[src/shared/rsim_pkg.sv]
// constants, register map and carrier types for the shared event pin mux
// assumes a 125 MHz system clock and a 32-bit AXI4-Lite register port
package rsim_pkg;
  // clock and frequency-test timing
  localparam int CLK_HZ       = 125000000;
  localparam int FT_FREQ_HZ   = 512;
  // half period of the test square wave, rounded down
  localparam int FT_HALF_CYC  = CLK_HZ / (2 * FT_FREQ_HZ);
  localparam int FT_CNT_W     = 17;
  // register indices; byte address is four times the index
  localparam logic [7:0] IDX_CAL    = 8'h08;
  localparam logic [7:0] IDX_WDOG   = 8'h09;
  localparam logic [7:0] IDX_ALM1MO = 8'h0A;
  localparam logic [7:0] IDX_FLAGS  = 8'h0F;
  localparam logic [7:0] IDX_TMRCTL = 8'h11;
  localparam logic [7:0] IDX_STATUS = 8'h20;
  // field positions
  localparam int BIT_LEVEL    = 7;
  localparam int BIT_FT       = 6;
  localparam int BIT_OSC_FAIL_IRQ_ENABLE     = 7;
  localparam int WD_MULT_HI   = 6;
  localparam int WD_MULT_LO   = 2;
  localparam int BIT_ALARM1_IRQ_ENABLE     = 7;
  localparam int BIT_ABE      = 5;
  localparam int BIT_OF       = 2;
  localparam int BIT_TIE      = 5;
  // reset values for first power-up
  localparam logic [7:0] RST_CAL    = 8'h80;
  localparam logic [7:0] RST_WDOG   = 8'h00;
  localparam logic [7:0] RST_ALM1MO = 8'h00;
  localparam logic [7:0] RST_TMRCTL = 8'h00;
  localparam logic       RST_OF     = 1'b1;
  // axi responses
  localparam logic [1:0] RESP_OKAY   = 2'h0;
  localparam logic [1:0] RESP_SLVERR = 2'h2;
  // interrupt requests from the source logic
  typedef struct packed {
    logic timer;
    logic alarm1;
    logic watchdog;
  } rsim_src_t;
endpackage : rsim_pkg

[src/rsim_top.sv]
// shared open-drain event pin mux with its control registers
// assumes source requests come from logic on clk; supply state,
// oscillator stop and power-up strobe come from outside and are synced
`timescale 1ns/100ps

module rsim_top import rsim_pkg::*; #(
  parameter int FT_HALF_CYCLES = FT_HALF_CYC
) (
  input  wire logic        clk,
  input  wire logic        resetn,
  input  wire logic [31:0] s_axi_awaddr,
  input  wire logic        s_axi_awvalid,
  output logic             s_axi_awready,
  input  wire logic [31:0] s_axi_wdata,
  input  wire logic [3:0]  s_axi_wstrb,
  input  wire logic        s_axi_wvalid,
  output logic             s_axi_wready,
  output logic [1:0]       s_axi_bresp,
  output logic             s_axi_bvalid,
  input  wire logic        s_axi_bready,
  input  wire logic [31:0] s_axi_araddr,
  input  wire logic        s_axi_arvalid,
  output logic             s_axi_arready,
  output logic [31:0]      s_axi_rdata,
  output logic [1:0]       s_axi_rresp,
  output logic             s_axi_rvalid,
  input  wire logic        s_axi_rready,
  input  wire rsim_src_t   src_req,
  input  wire logic        on_backup,
  input  wire logic        osc_stopped,
  input  wire logic        vcc_powerup,
  output logic             shared_event_pin_o,
  output logic             shared_event_pin_oe
);

  // register index from a byte address, 8'hFF when any address bit above bit 9 is set
  function automatic logic [7:0] reg_idx(input logic [31:0] a);
    return (a[31:10] == 22'h0) ? a[9:2] : 8'hFF;
  endfunction : reg_idx

  // map check shared by read and write paths
  function automatic logic is_mapped(input logic [7:0] i);
    return (i == IDX_CAL) || (i == IDX_WDOG) || (i == IDX_ALM1MO) ||
           (i == IDX_FLAGS) || (i == IDX_TMRCTL) || (i == IDX_STATUS);
  endfunction : is_mapped

  logic [7:0]          cal_ff, wdog_ff, alm1mo_ff, tmrctl_ff;
  logic                of_ff;
  logic [2:0]          bk_sync_ff, os_sync_ff;
  logic [2:0]          pu_sync_ff;
  logic [FT_CNT_W-1:0] ft_cnt_ff;
  logic                sq_ff;
  logic                pin_oe_ff, pin_o_ff;
  logic                aw_got_ff, w_got_ff;
  logic [7:0]          aw_idx_ff;
  logic [7:0]          wdat_ff;
  logic                bvalid_ff, rvalid_ff;
  logic [1:0]          bresp_ff, rresp_ff;
  logic [31:0]         rdata_ff;

  // outside levels pass two flops before use
  always_ff @(posedge clk or negedge resetn) begin
    if (!resetn) begin
      bk_sync_ff <= 3'h0;
      os_sync_ff <= 3'h0;
      pu_sync_ff <= 3'h0;
    end else begin
      bk_sync_ff <= {bk_sync_ff[1:0], on_backup};
      os_sync_ff <= {os_sync_ff[1:0], osc_stopped};
      pu_sync_ff <= {pu_sync_ff[1:0], vcc_powerup};
    end
  end

  logic bk, osc_stop_s, pu_pulse;
  assign bk         = bk_sync_ff[1];
  assign osc_stop_s = os_sync_ff[1];
  assign pu_pulse   = pu_sync_ff[1] & ~pu_sync_ff[2]; // rising edge

  // control bits by name
  logic lvl, ft, osc_fail_irq_enable, alarm1_irq_enable, abe, timer_irq_enable, wd_run;
  assign lvl    = cal_ff[BIT_LEVEL];
  assign ft     = cal_ff[BIT_FT];
  assign osc_fail_irq_enable   = wdog_ff[BIT_OSC_FAIL_IRQ_ENABLE];
  assign alarm1_irq_enable   = alm1mo_ff[BIT_ALARM1_IRQ_ENABLE];
  assign abe    = alm1mo_ff[BIT_ABE];
  assign timer_irq_enable    = tmrctl_ff[BIT_TIE];
  assign wd_run = |wdog_ff[WD_MULT_HI:WD_MULT_LO];

  // write channel handshake: address and data in either order
  logic do_wr;
  assign do_wr = aw_got_ff & w_got_ff & ~bvalid_ff;

  always_ff @(posedge clk or negedge resetn) begin
    if (!resetn) begin
      aw_got_ff <= 1'b0;
      w_got_ff  <= 1'b0;
      aw_idx_ff <= 8'h00;
      wdat_ff   <= 8'h00;
    end else begin
      if (s_axi_awvalid && s_axi_awready) begin
        aw_got_ff <= 1'b1;
        aw_idx_ff <= reg_idx(s_axi_awaddr);
      end else if (do_wr) begin
        aw_got_ff <= 1'b0;
      end
      if (s_axi_wvalid && s_axi_wready) begin
        w_got_ff <= 1'b1;
        wdat_ff  <= s_axi_wstrb[0] ? s_axi_wdata[7:0] : 8'h00;
      end else if (do_wr) begin
        w_got_ff <= 1'b0;
      end
    end
  end

  // write data lane 0 enable kept with the data
  logic wstrb0_ff;
  always_ff @(posedge clk or negedge resetn) begin
    if (!resetn) begin
      wstrb0_ff <= 1'b0;
    end else if (s_axi_wvalid && s_axi_wready) begin
      wstrb0_ff <= s_axi_wstrb[0];
    end
  end

  logic wr_hit;
  assign wr_hit = do_wr & wstrb0_ff;

  // write response, slverr for unmapped index
  always_ff @(posedge clk or negedge resetn) begin
    if (!resetn) begin
      bvalid_ff <= 1'b0;
      bresp_ff  <= RESP_OKAY;
    end else if (do_wr) begin
      bvalid_ff <= 1'b1;
      bresp_ff  <= is_mapped(aw_idx_ff) ? RESP_OKAY : RESP_SLVERR;
    end else if (s_axi_bready) begin
      bvalid_ff <= 1'b0;
    end
  end

  // control registers; later power-up clears ft and watchdog
  always_ff @(posedge clk or negedge resetn) begin
    if (!resetn) begin
      cal_ff    <= RST_CAL;
      wdog_ff   <= RST_WDOG;
      alm1mo_ff <= RST_ALM1MO;
      tmrctl_ff <= RST_TMRCTL;
    end else if (pu_pulse) begin
      cal_ff[BIT_FT] <= 1'b0;
      wdog_ff[WD_MULT_HI:0] <= 7'h00;
    end else if (wr_hit) begin
      case (aw_idx_ff)
        IDX_CAL:    cal_ff    <= wdat_ff;
        IDX_WDOG:   wdog_ff   <= wdat_ff;
        IDX_ALM1MO: alm1mo_ff <= wdat_ff;
        IDX_TMRCTL: tmrctl_ff <= wdat_ff;
        default: ;
      endcase
    end
  end

  // osc fail flag: set by a stopped oscillator, cleared only by
  // writing zero; the set wins over a clear in the same cycle
  logic of_clr;
  assign of_clr = wr_hit && aw_idx_ff == IDX_FLAGS && !wdat_ff[BIT_OF];

  always_ff @(posedge clk or negedge resetn) begin
    if (!resetn) begin
      of_ff <= RST_OF;
    end else if (osc_stop_s) begin
      of_ff <= 1'b1;
    end else if (of_clr) begin
      of_ff <= 1'b0;
    end
  end

  // read channel; reading flags has no side effect
  logic [7:0] ar_idx;
  assign ar_idx = reg_idx(s_axi_araddr);

  logic irq_act, any_en;

  always_ff @(posedge clk or negedge resetn) begin
    if (!resetn) begin
      rvalid_ff <= 1'b0;
      rdata_ff  <= 32'h0000_0000;
      rresp_ff  <= RESP_OKAY;
    end else if (s_axi_arvalid && s_axi_arready) begin
      rvalid_ff <= 1'b1;
      rresp_ff  <= is_mapped(ar_idx) ? RESP_OKAY : RESP_SLVERR;
      case (ar_idx)
        IDX_CAL:    rdata_ff <= {24'h0, cal_ff};
        IDX_WDOG:   rdata_ff <= {24'h0, wdog_ff};
        IDX_ALM1MO: rdata_ff <= {24'h0, alm1mo_ff};
        IDX_TMRCTL: rdata_ff <= {24'h0, tmrctl_ff};
        IDX_FLAGS:  rdata_ff <= 32'(of_ff) << BIT_OF;
        IDX_STATUS: rdata_ff <= {28'h0, irq_act, any_en, bk,
                                 pin_oe_ff};
        default:    rdata_ff <= 32'h0000_0000;
      endcase
    end else if (s_axi_rready) begin
      rvalid_ff <= 1'b0;
    end
  end

  // 512 Hz test square wave from the system clock
  always_ff @(posedge clk or negedge resetn) begin
    if (!resetn) begin
      ft_cnt_ff <= '0;
      sq_ff     <= 1'b0;
    end else if (ft_cnt_ff == FT_CNT_W'(FT_HALF_CYCLES - 1)) begin
      ft_cnt_ff <= '0;
      sq_ff     <= ~sq_ff;
    end else begin
      ft_cnt_ff <= ft_cnt_ff + 1'b1;
    end
  end

  // combined request; backup drops timer and watchdog
  logic irq_any_vcc, irq_any_bk;
  assign irq_any_bk  = (osc_fail_irq_enable & of_ff) | (alarm1_irq_enable & src_req.alarm1);
  assign irq_any_vcc = irq_any_bk | (timer_irq_enable & src_req.timer) |
                       (wd_run & src_req.watchdog);
  assign irq_act = bk ? irq_any_bk : irq_any_vcc;
  assign any_en  = bk ? (alarm1_irq_enable | osc_fail_irq_enable)
                      : (alarm1_irq_enable | osc_fail_irq_enable | timer_irq_enable | wd_run);

  // pin priority: true means pull the pin low
  logic nxt_pin_low;
  always_comb begin
    if (bk) begin
      if (!abe) begin
        nxt_pin_low = 1'b0;
      end else if (!lvl) begin
        nxt_pin_low = 1'b1;
      end else if (!any_en) begin
        nxt_pin_low = 1'b0;
      end else begin
        nxt_pin_low = irq_act;
      end
    end else begin
      if (!lvl && !ft) begin
        nxt_pin_low = 1'b1;
      end else if (ft && (!lvl || !any_en)) begin
        nxt_pin_low = ~sq_ff;
      end else if (lvl && any_en) begin
        nxt_pin_low = irq_act;
      end else begin
        nxt_pin_low = 1'b0;
      end
    end
  end

  // open drain: only ever drive zero, enable when low
  always_ff @(posedge clk or negedge resetn) begin
    if (!resetn) begin
      pin_oe_ff <= 1'b0;
      pin_o_ff  <= 1'b0;
    end else begin
      pin_oe_ff <= nxt_pin_low;
      pin_o_ff  <= 1'b0;
    end
  end

  // outputs from flops; awready, wready and arready are inverted
  assign s_axi_awready       = ~aw_got_ff;
  assign s_axi_wready        = ~w_got_ff;
  assign s_axi_bvalid        = bvalid_ff;
  assign s_axi_bresp         = bresp_ff;
  assign s_axi_arready       = ~rvalid_ff;
  assign s_axi_rvalid        = rvalid_ff;
  assign s_axi_rdata         = rdata_ff;
  assign s_axi_rresp         = rresp_ff;
  assign shared_event_pin_o  = pin_o_ff;
  assign shared_event_pin_oe = pin_oe_ff;

endmodule : rsim_top

[config.mk]
export PLATFORM = sky130hd
export DESIGN_NAME = rsim_top
export DESIGN_NICKNAME = d
export VERILOG_FILES = /design/src/shared/rsim_pkg.sv /design/src/rsim_top.sv
export SDC_FILE = /design/constraint.sdc
export NUM_CORES = 1
export LEC_CHECK = 0
export ABC_AREA = 1
export BUFFER_PORTS_ARGS = -buffer_cell sky130_fd_sc_hd__buf_2
export CORE_MARGIN = 2
export CORE_UTILIZATION = 35
export DETAILED_ROUTE_END_ITERATION = 10
export PLACE_DENSITY = 0.62
export SLEW_MARGIN = 20
export SYNTH_ARGS = -nofsm -noshare
export SYNTH_HDL_FRONTEND = slang
export SYNTH_SLANG_ARGS = --single-unit
[constraint.sdc]
create_clock -name clk -period 1.63 [get_ports clk]
set_input_delay 0.163 -clock clk [delete_from_list [all_inputs] [get_ports clk]]
set_output_delay 0.163 -clock clk [all_outputs]
set_load 0.03 [all_outputs]
# Yosys cells after proc, flatten, opt, wreduce, memory -nomap -nowiden
# Index checks and enable logic that the tools add are counted.
# totals
inputBits,113
ff_bits,116
output_inout_bits,43
# classes
eq_ne,13
mux,31
add_sub_neg,1
n_reduce_logical,40
bitwise,21
# ops
cell,count
8-bit by 4-bit == test with 1-bit output (second input constant),8
8-bit case mux with 6 select lines,1
22-bit logical NOT,2
7-bit 2-to-1 mux,5
8-bit 2-to-1 mux,3
1-bit 2-to-1 mux,19
17-bit by 1-bit adder with 17-bit output (second input constant),1
17-bit == test (second input constant),1
17-bit 2-to-1 mux,1
8-bit by 5-bit == test with 1-bit output (second input constant),2
8-bit by 6-bit == test with 1-bit output (second input constant),2
2-bit nonzero test,8
3-bit AND reduction,4
1-bit logical OR,11
1-bit AND,8
1-bit logical AND,8
1-bit inverter,7
1-bit OR,6
5-bit OR reduction,1
1-bit logical NOT,4
2-bit 2-to-1 mux,2
2-bit AND reduction,2

# Logic depth before layout (Yosys ltp)
# Gate-level depths: netlist (run 1).
# depth
depth_word,10
ltp_mapped,13
mapped_depth_nobuf,12

# Worst setup path after synthesis (run 1)
# Ideal clock, no wire load.
# synth_timing
path_kind,flip-flop to flip-flop
startpoint,"register bvalid_ff, in the netlist s_axi_bvalid"
endpoint,register alm1mo_ff[5]
t_arrival_ns,1.588
n_path_buf,1
synth_period_minus_slack_ns,1.710
path_slack_ns,-0.080
path_stages_with_launch,10
cell_sequence,dfrtp_1 -> nor3_2 -> inv_2 -> nor2_2 -> inv_2 -> nor2_4 -> nand2_1 -> buf_2 -> nand2_1 -> o21ai_1
# synth_between
elab_chain_len,4
# synth_lines
item,line_no,rtl
from (decl),rsim_top.sv:57,"logic bvalid_ff, rvalid_ff;"
from (signal assigned),rsim_top.sv:131,bvalid_ff <= 1'b0;
from (signal assigned),rsim_top.sv:134,bvalid_ff <= 1'b1;
from (signal assigned),rsim_top.sv:137,bvalid_ff <= 1'b0;
1-bit inverter,rsim_top.sv:91,assign do_wr = aw_got_ff & w_got_ff & ~bvalid_ff;
1-bit AND,rsim_top.sv:91,
1-bit AND,rsim_top.sv:126,assign wr_hit = do_wr & wstrb0_ff;
3-bit AND reduction (no line),n/a,
to (signal assigned),rsim_top.sv:155,IDX_ALM1MO: alm1mo_ff <= wdat_ff;
to (decl),rsim_top.sv:47,"logic [7:0] cal_ff, wdog_ff, alm1mo_ff, tmrctl_ff;"
# Every way passes these cells.
# A chain may end at the register's enable or synchronous reset.

# Worst setup path after layout (run 1)
# layout_timing
startpoint,register ft_cnt_ff[0]
endpoint,register ft_cnt_ff[14]
# layout_between
elab_chain_len,2
word_cells_on_any_way,3
classes_between,1 x add/sub; 1 x eq/ne; 1 x mux
# layout_lines
item,line_no,rtl
from (decl),rsim_top.sv:51,logic [FT_CNT_W-1:0] ft_cnt_ff;
from (signal assigned),rsim_top.sv:215,ft_cnt_ff <= ft_cnt_ff + 1'b1;
17-bit by 1-bit adder with 17-bit output / 17-bit == test (equally long branches),"rsim_top.sv:215, rsim_top.sv:211",
17-bit 2-to-1 mux (*),rsim_top.sv:211,end else if (ft_cnt_ff == FT_CNT_W'(FT_HALF_CYCLES - 1)) begin
# Mark *: on every way between the ends. The rest lies on a longest branch, timed or not.

==> summary.txt, run 1 <==
Avg Inst Size Synth = 8.26 µm²
Iter 0 DRT Violations = 271
Seq/Total Area, Yosys = 49.0%
ant diodes = 0
slowest stage delay, CP = 0.39 ns
transition time of the tightest slew-check pin = 0.532 ns
post-synthesis simple-gate area fraction = 29.1%
status = complete, but fails checks
critical-path cell list = ha_2, nand2_2, inv_2, nand3_4, nor2_4, nand2_2, nor2_4, nand2_2, nor3_2, a21oi_1, nor3_1
Worst path slowest cell = dfrtp_1
Final Skew = 0.00674 ns
layout cells sized above 1 = 31.6%
failing checks = negative setup slack
Die ar. = 0.0141 mm²
Final Non-Filler Cells = 891
pwr dens = 970 mW/mm²
final worst path period share = 105%
YS warnings = 0
Critical Path Fanout Max = 3
total CTS buffers = 9
most used flip-flop cell after synthesis = dfrtp_1
row cnt = 41
Startpoint Class = flop
clk buf depth = 2
number of max-cap violations = 0
Slew Limit Headroom = 64.5%
placed insts = 848
HPWL after DPL = 8210 µm
Final Max Tran Viols = 0
Synth Area in Compound Gates = 10.1%
CP bufs+invs = 1
Clock Latency Late Sink = 0.34 ns
WP data required = 1.89 ns
final worst path period need = 1.71 ns
grt peak-use layer = met2
Post-Synthesis Cells = 557
Area growth syn-to-layout = 34.0%
drt first pass iters = 6
via/cell ratio = 4.70
Final Worst Setup Slack = -0.0780 ns
Reg clk slew, reported paths = 0.06 ns
initial antenna violation count = 0
Hold Fails Final Rpt = 0
All-Layer GR Usage = 16.6%
Final setup viols = 7
initial core utilization = 36.1%
first-pass GRT wire length = 19200 µm
CP most frequent cell = nand2_2
RSZ-0062 raised after global routing = true
antenna-violating nets left = 0
final core utilization = 48.4%
Async SR Flop Fraction = 100%
Seq cells post-synth = 90
Residual DRC = 0
Pleak = 2.96 nW
DIE HEIGHT = 119 µm
Synth Area in XOR/XNOR = 0.762%
VDD IR-drop max = 0.953 mV
largest family of logic cells by synthesized area = simple AND/OR/NAND/NOR gates
largest net degree at the start of global routing = 42
M1 GR Usage = 22.3%
post-synthesis mux area share = 0%
gp weighted congestion = 0.908
met2 GRT Util = 26.4%
commonest non-fill, non-tap cell in the layout = nand2_1
gr ovfl total = 0
FMAX = 585 MHz
number of port buffers = 97
mapped cell area = 0.00460 mm²
Adder-Cell Fraction of Synth Area = 0.544%
Fin Setup TNS = -0.322 ns
vias in the first global route = 4150
crit end category = flop
# IOs = 156
Sink Count = 90
met3 usage = 3.76%
Worst Hold Class = in2reg
drt total wl = 11300 µm
vias = 4188
clock tree root buffer cell = clkbuf_16
critical path's top delay family = simple AND/OR/NAND/NOR gates
Setup CP Type = reg2reg
EDFF count, synth = 0
CTS tree = built
worst hold slack = 0.0242 ns
WL/cell = 12.6 µm
critical path arrival = 1.96 ns
DIE WIDTH = 119 µm
most frequent cells in the layout = 98 x nand2_1, 96 x buf_2, 88 x dfrtp_1
H-tree Lvls = 3
Final #Nets = 829
core footprint = 0.0127 mm²
Synth cell types = 42
## per-layer routing
layer  wire length, µm  vias up
met4               194        0
met3               649       18
met5                 0        -
met2              5140      122
met1              5280     1938
li1                  -     2110
## synth_stat cells (7+ instances only)
master	instances	share of area [%]
dfrtp_1	88	48
a21oi_1	18	2.0
nor4_1	11	1.5
buf_4	27	4.4
nand3_1	55	6.0
nor2_4	7	1.7
nand2_1	106	8.7
o21ai_0	26	2.8
inv_1	53	4.3
o21ai_1	30	3.3
nor3_1	12	1.3
nor2_1	60	4.9
nand4_1	9	1.2
## stage by stage
stage / power [mW] / setup WS (ns) / cell area [µm²]
after floorplan: 3.36 / -0.00267 / 4700
after global placement: 3.73 / -0.156 / 5430
after detailed placement: 3.75 / -0.177 / 5430
after CTS: 5.99 / -0.113 / 5970
after global routing: 6.31 / -0.190 / 6160
final: 5.97 / -0.0780 / 6160
## flip-flops by register name, summed over array words and instances, names as in the netlist
signal	cells
bk_sync_ff	2
s_axi_rdata	8
sq_ff	1
of_ff	1
s_axi_rresp	1
shared_event_pin_oe	1
w_got_ff	1
s_axi_bvalid	1
s_axi_rvalid	1
wdat_ff	8
alm1mo_ff	8
aw_idx_ff	8
ft_cnt_ff	17
os_sync_ff	2
pu_sync_ff	3
wdog_ff	8
s_axi_bresp	1
aw_got_ff	1
wstrb0_ff	1
cal_ff	8
tmrctl_ff	8
## power breakdown
group	internal (mW)	leakage, nW	total (mW)	switching, mW
Sequential	2.47	1.16	2.59	0.122
Combinational	0.360	1.64	1.17	0.815
Clock	1.34	0.160	2.21	0.867
Total	4.17	2.96	5.97	1.80
## cell type report
type,count,area [µm²]
Sequential cell,90,2250
Clock buffer,9,225
Fill cell,1232,6560
Timing Repair Buffer,157,1000
Clock inverter,7,92.6
Inverter,58,221
Tap cell,172,215
Multi-Input combinational cell,398,2150
## worst paths after layout
path	endpoint	slack [ns]	depth (start not counted)	start
min	s_axi_rvalid	0.02	2	s_axi_rready
max reg2reg	ft_cnt_ff[14]	-0.08	11	ft_cnt_ff[0]
min reg2reg	os_sync_ff[1]	0.36	0	os_sync_ff[0]
max	ft_cnt_ff[14]	-0.08	11	ft_cnt_ff[0]
min in group asynchronous	aw_idx_ff[2]	0.34	2	resetn
max in group asynchronous	ft_cnt_ff[14]	0.71	3	resetn
## kinds of logic (layout without fill, tap and decap cells)
logic type / Yosys count / after routing
xor+xnor: 4 / 4
other cells: 1 / 27
flops: 90 / 90
compound gates: 86 / 86
buf+inv: 95 / 231
simple gates: 279 / 279
fa+ha+maj: 2 / 2
## what timing repair did
action / CTS / global route
pin swaps: 10 / 19
hold buffers: 5 / 0
endpoints found under the setup margin: 9 / 50
setup buffers: 16 / 8
resized for setup: 13 / 36
hold endpoints to repair: 40 / 0
No activity file was read; power rests on OpenSTA's default activity.
==> run 2, diff against run 1 <==
--- a/config.mk
+++ b/config.mk
@@ -8,10 +8,11 @@
 export ABC_AREA = 1
 export BUFFER_PORTS_ARGS = -buffer_cell sky130_fd_sc_hd__buf_2
 export CORE_MARGIN = 2
-export CORE_UTILIZATION = 35
+export CORE_UTILIZATION = 46
 export DETAILED_ROUTE_END_ITERATION = 10
-export PLACE_DENSITY = 0.62
+export PLACE_DENSITY = 0.78
 export SLEW_MARGIN = 20
 export SYNTH_ARGS = -nofsm -noshare
 export SYNTH_HDL_FRONTEND = slang
 export SYNTH_SLANG_ARGS = --single-unit
+export TNS_END_PERCENT = 30
==> summary.txt, run 2 (same netlist as run 1, synthesis figures left out) <==
row cnt = 36
Layout fillers = 819
Final Skew = 0.0130 ns
Final Max Tran Viols = 0
combined area of the multi-input logic cells = 0.00213 mm²
number of max-cap violations = 0
crit end category = flop
initial core utilization = 47.3%
Iter 0 DRT Violations = 301
first-pass GRT wire length = 18500 µm
Die ar. = 0.0108 mm²
initial antenna violation count = 0
Largest register FFs = 17
Met1 Wirelength = 5110 µm
status = complete, but fails checks
FMAX = 588 MHz
most frequent cells in the layout = 97 x buf_2, 96 x nand2_1, 88 x dfrtp_1
# IOs = 156
largest net degree at the start of global routing = 41
VDD IR-drop max = 1.00 mV
clock tree root buffer cell = clkbuf_8
gp weighted congestion = 0.887
RSZ-0062 raised after global routing = true
All-Layer GR Usage = 20.6%
Reg area = 0.00225 mm²
Critical Path Fanout Max = 3
final worst path period share = 104%
met3 wire length = 639 µm
Slew Limit Headroom = 65.2%
ant diodes = 0
Clock Latency Late Sink = 0.36 ns
drt total wl = 11100 µm
Residual DRC = 0
failing checks = negative setup slack
Highest Signal Layer = met4
Setup CP Type = reg2reg
clk buf depth = 2
CTS tree = built
total CTS buffers = 9
DIE WIDTH = 104 µm
critical path's top delay family = simple AND/OR/NAND/NOR gates
antenna-violating nets left = 0
final worst path period need = 1.70 ns
drt first pass iters = 5
via/cell ratio = 5.04
Final setup viols = 7
H-tree Lvls = 3
combinational group share of total power = 21.1%
gr ovfl total = 0
placed insts = 804
vias in the first global route = 4029
HPWL after DPL = 8150 µm
metal2 WL = 5130 µm
clock group share of total power = 31.5%
Final Worst Setup Slack = -0.0703 ns
Hold Fails Final Rpt = 0
Sw Ratio = 32.5%
number of port buffers = 97
NetSw = 1.77 mW
Worst Hold Class = in2reg
DP Area = 0.00536 mm²
Reg power frac = 47.4%
pwr dens = 917 mW/mm²
Internal = 3.68 mW
critical path arrival = 1.94 ns
Final Non-Filler Cells = 843
Final #Nets = 820
WP data required = 1.87 ns
WL/cell = 13.1 µm
commonest non-fill, non-tap cell in the layout = buf_2
Reg clk slew, reported paths = 0.10 ns
slowest stage delay, CP = 0.38 ns
Area growth syn-to-layout = 29.1%
Startpoint Class = flop
critical-path cell list = ha_2, nand2_2, inv_2, nand3_4, nor2_4, nand2_4, nor2_4, nand2_2, nor3_4, buf_4, a211oi_1
DIE HEIGHT = 104 µm
Pwr Total = 5.45 mW
largest register by flop count = ft_cnt_ff
CP bufs+invs = 2
final design area excluding fillers = 0.00594 mm²
vias = 4248
core footprint = 0.00973 mm²
layout cells sized above 1 = 29.7%
Pleak = 2.94 nW
transition time of the tightest slew-check pin = 0.516 ns
Worst path slowest cell = dfrtp_1
Fin Setup TNS = -0.264 ns
Sink Count = 90
## run 2: path summary, 6_finish.rpt
check / startpoint / to / slack (ns) / cells past startpoint
setup / recovery: ft_cnt_ff[1] / ft_cnt_ff[12] / -0.07 / 11
hold / removal: s_axi_wdata[2] / wdat_ff[2] / 0.04 / 3
setup reg to reg: ft_cnt_ff[1] / ft_cnt_ff[12] / -0.07 / 11
hold reg to reg: os_sync_ff[0] / os_sync_ff[1] / 0.36 / 0
max in group asynchronous: resetn / cal_ff[1] / 0.76 / 3
min in group asynchronous: resetn / ft_cnt_ff[3] / 0.31 / 2
## run 2: metrics by stage
| step | utilization [%] | setup slack, ns | hold WS (ns) |
|---|---|---|---|
| floorplan | - | -0.00267 | -0.133 |
| global placement | 55.1 | -0.128 | 0.166 |
| detailed placement | 55.1 | -0.161 | 0.172 |
| CTS | 59.7 | -0.160 | 0.0331 |
| global route | 61.0 | -0.198 | 0.0450 |
| finish | 61.0 | -0.0703 | 0.0408 |
## run 2: power groups by stage
stage	Clock, mW	Combinational, mW	Sequential, mW
5_1_grt	1.84	1.27	2.61
6_report	1.72	1.15	2.58
2_1_floorplan	0	0.678	2.68
4_1_cts	1.73	1.13	2.58
3_3_place_gp	0	1.07	2.62
3_5_place_dp	0	1.12	2.63
## run 2: tightest hold or removal path: stages
cell     delay (ns)
buf_2          0.08
nand3_1        0.07
o21ai_0        0.07
## run 2: final cells by class
class,count,area share (%)
clock buffers,9,2.09
clock inverters,7,1.69
inverters,58,3.71
multi-input cells,398,35.8
flip-flops and latches,90,38.0
well taps,133,2.80
repair buffers,148,15.9
## run 2: repair_timing
item,4_1_cts,5_1_grt
cloned,0,1
resized for setup,15,29
setup endpoints to repair,10,45
hold endpoints to repair,40,0
hold buffers,6,0
pin swaps,13,13
buffers inserted,16,4
## run 2: metal layers
metal / track usage [%] / vias up
met4: 6.66 / 0
li1: - / 2089
met1: 28.4 / 1974
met3: 4.32 / 21
met5: 0 / -
met2: 32.7 / 164
==> run 3, diff against run 2 <==
--- a/config.mk
+++ b/config.mk
@@ -11,6 +11,7 @@
 export CORE_UTILIZATION = 46
 export DETAILED_ROUTE_END_ITERATION = 10
 export PLACE_DENSITY = 0.78
+export REMOVE_ABC_BUFFERS = 1
 export SLEW_MARGIN = 20
 export SYNTH_ARGS = -nofsm -noshare
 export SYNTH_HDL_FRONTEND = slang
==> summary.txt, run 3 (same netlist as run 1, synthesis figures left out) <==
status = complete, but fails checks
failing checks = negative setup slack
antenna-violating nets left = 0
final core utilization = 60.8%
Worst Setup EP = ft_cnt_ff[15]
Iter 0 DRT Violations = 349
drt first pass iters = 5
commonest non-fill, non-tap cell in the layout = buf_2
flop2flop setup slack = -0.15 ns
row cnt = 36
FMAX = 561 MHz
Sink Count = 90
Hold Fails Final Rpt = 0
first-pass GRT wire length = 19700 µm
layout cells sized above 1 = 31.4%
DIE HEIGHT = 104 µm
Critical Path Fanout Max = 3
FF-to-FF Start = ft_cnt_ff[0]
All-Layer GR Usage = 22.1%
Die ar. = 0.0108 mm²
drt total wl = 12200 µm
vias in the first global route = 4171
slowest stage delay, CP = 0.37 ns
number of max-cap violations = 0
ant diodes = 0
initial core utilization = 47.3%
Largest register FFs = 17
HPWL after DPL = 8540 µm
Fin Setup TNS = -0.793 ns
Clock Latency Late Sink = 0.36 ns
gp weighted congestion = 0.923
VDD IR-drop max = 0.900 mV
final worst path period need = 1.78 ns
via/cell ratio = 5.18
critical path arrival = 2.02 ns
# IOs = 156
transition time of the tightest slew-check pin = 0.514 ns
WL/cell = 14.5 µm
Area growth syn-to-layout = 28.7%
most frequent cells in the layout = 96 x buf_2, 89 x nand2_1, 88 x dfrtp_1
vias = 4355
largest net degree at the start of global routing = 36
Final #Nets = 817
largest register by flop count = ft_cnt_ff
crit end category = flop
H-tree Lvls = 3
Setup CP Type = reg2reg
Reg clk slew, reported paths = 0.09 ns
worst-case reg-to-reg path depth = 10
number of port buffers = 97
core footprint = 0.00973 mm²
pwr dens = 901 mW/mm²
Worst Hold Class = in2reg
Worst path slowest cell = dfrtp_1
reg2reg end = ft_cnt_ff[15]
initial antenna violation count = 0
CTS tree = built
clk buf depth = 2
WP data required = 1.86 ns
Residual DRC = 0
gr ovfl total = 0
Final Worst Setup Slack = -0.152 ns
final worst path period share = 109%
total CTS buffers = 9
Final Skew = 0.0115 ns
Startpoint Class = flop
DIE WIDTH = 104 µm
Final setup viols = 14
RSZ-0062 raised after global routing = true
Final Max Tran Viols = 0
Slew Limit Headroom = 65.3%
Pleak = 2.86 nW
crit path launch = ft_cnt_ff[0]
critical-path cell list = buf_4, nand3_2, nor2_2, nand2_2, nor2_4, nand2_2, nor2_4, nand2_4, nor4_1, nor3_2
clock tree root buffer cell = clkbuf_8
-- run 3: cell types whose count changed in the layout (fill, tap and decap cells not counted), sizes merged, moves of 2 or more --
cell	change
buf	-3
inv	-3
clkinvlp	+2
clkbuf	+3
-- run 3: worst min-delay path by stage --
stage | depth (start not counted) | startpoint | to
6_report | 2 | s_axi_rready | s_axi_rvalid
5_1_grt | 2 | s_axi_rready | s_axi_rvalid
4_1_cts | 2 | s_axi_rready | s_axi_rvalid
3_5_place_dp | 1 | resetn | s_axi_rdata[7]
3_3_place_gp | 1 | resetn | s_axi_rdata[7]
2_1_floorplan | 0 | resetn | alm1mo_ff[0]
-- run 3: per-layer routing --
metal	global-route usage, %	routed length [µm]
met1	29.4	5250
met2	36.9	5960
met3	4.07	749
met4	6.85	199
met5	0	0
-- run 3: final cells by class --
type	count	area [µm²]
clock inverter	4	50.0
sequential	90	2250
multi-input combinational	399	2180
inverter	58	220
timing repair buffer	144	895
fill	800	3810
tap	133	166
clock buffer	12	155
-- run 3: metrics by stage --
step	instance area (µm²)	hold WS [ns]	setup WS, ns	total power [mW]	instances
2_1_floorplan	4440	-0.133	-0.0732	3.28	546
3_5_place_dp	5360	0.117	-0.242	3.72	806
5_1_grt	5920	0.0434	-0.228	5.60	840
3_3_place_gp	5360	0.117	-0.160	3.67	806
6_report	5920	0.0229	-0.152	5.33	840
4_1_cts	5740	0.0235	-0.104	5.28	835
-- run 3: where the power goes --
part | leakage (nW) | switching (mW) | internal (mW) | total (mW)
registers | 1.16 | 0.127 | 2.47 | 2.59
logic | 1.61 | 0.824 | 0.356 | 1.18
clock network | 0.0986 | 0.767 | 0.791 | 1.56
total | 2.86 | 1.72 | 3.61 | 5.33
-- run 3: repair_timing --
item / in CTS / in global routing
buffers inserted: 8 / 5
cloned: 0 / 1
hold buffers: 5 / 0
resized for setup: 18 / 40
pin swaps: 8 / 18
endpoints found under the hold margin: 31 / 0
setup endpoints to repair: 29 / 47
-- run 3: worst max-delay path, delay by kind of cell (launching register included) --
kind | cells | cell delay, ns
buf+inv | 1 | 0.13
flops | 1 | 0.37
simple gates | 9 | 1.16
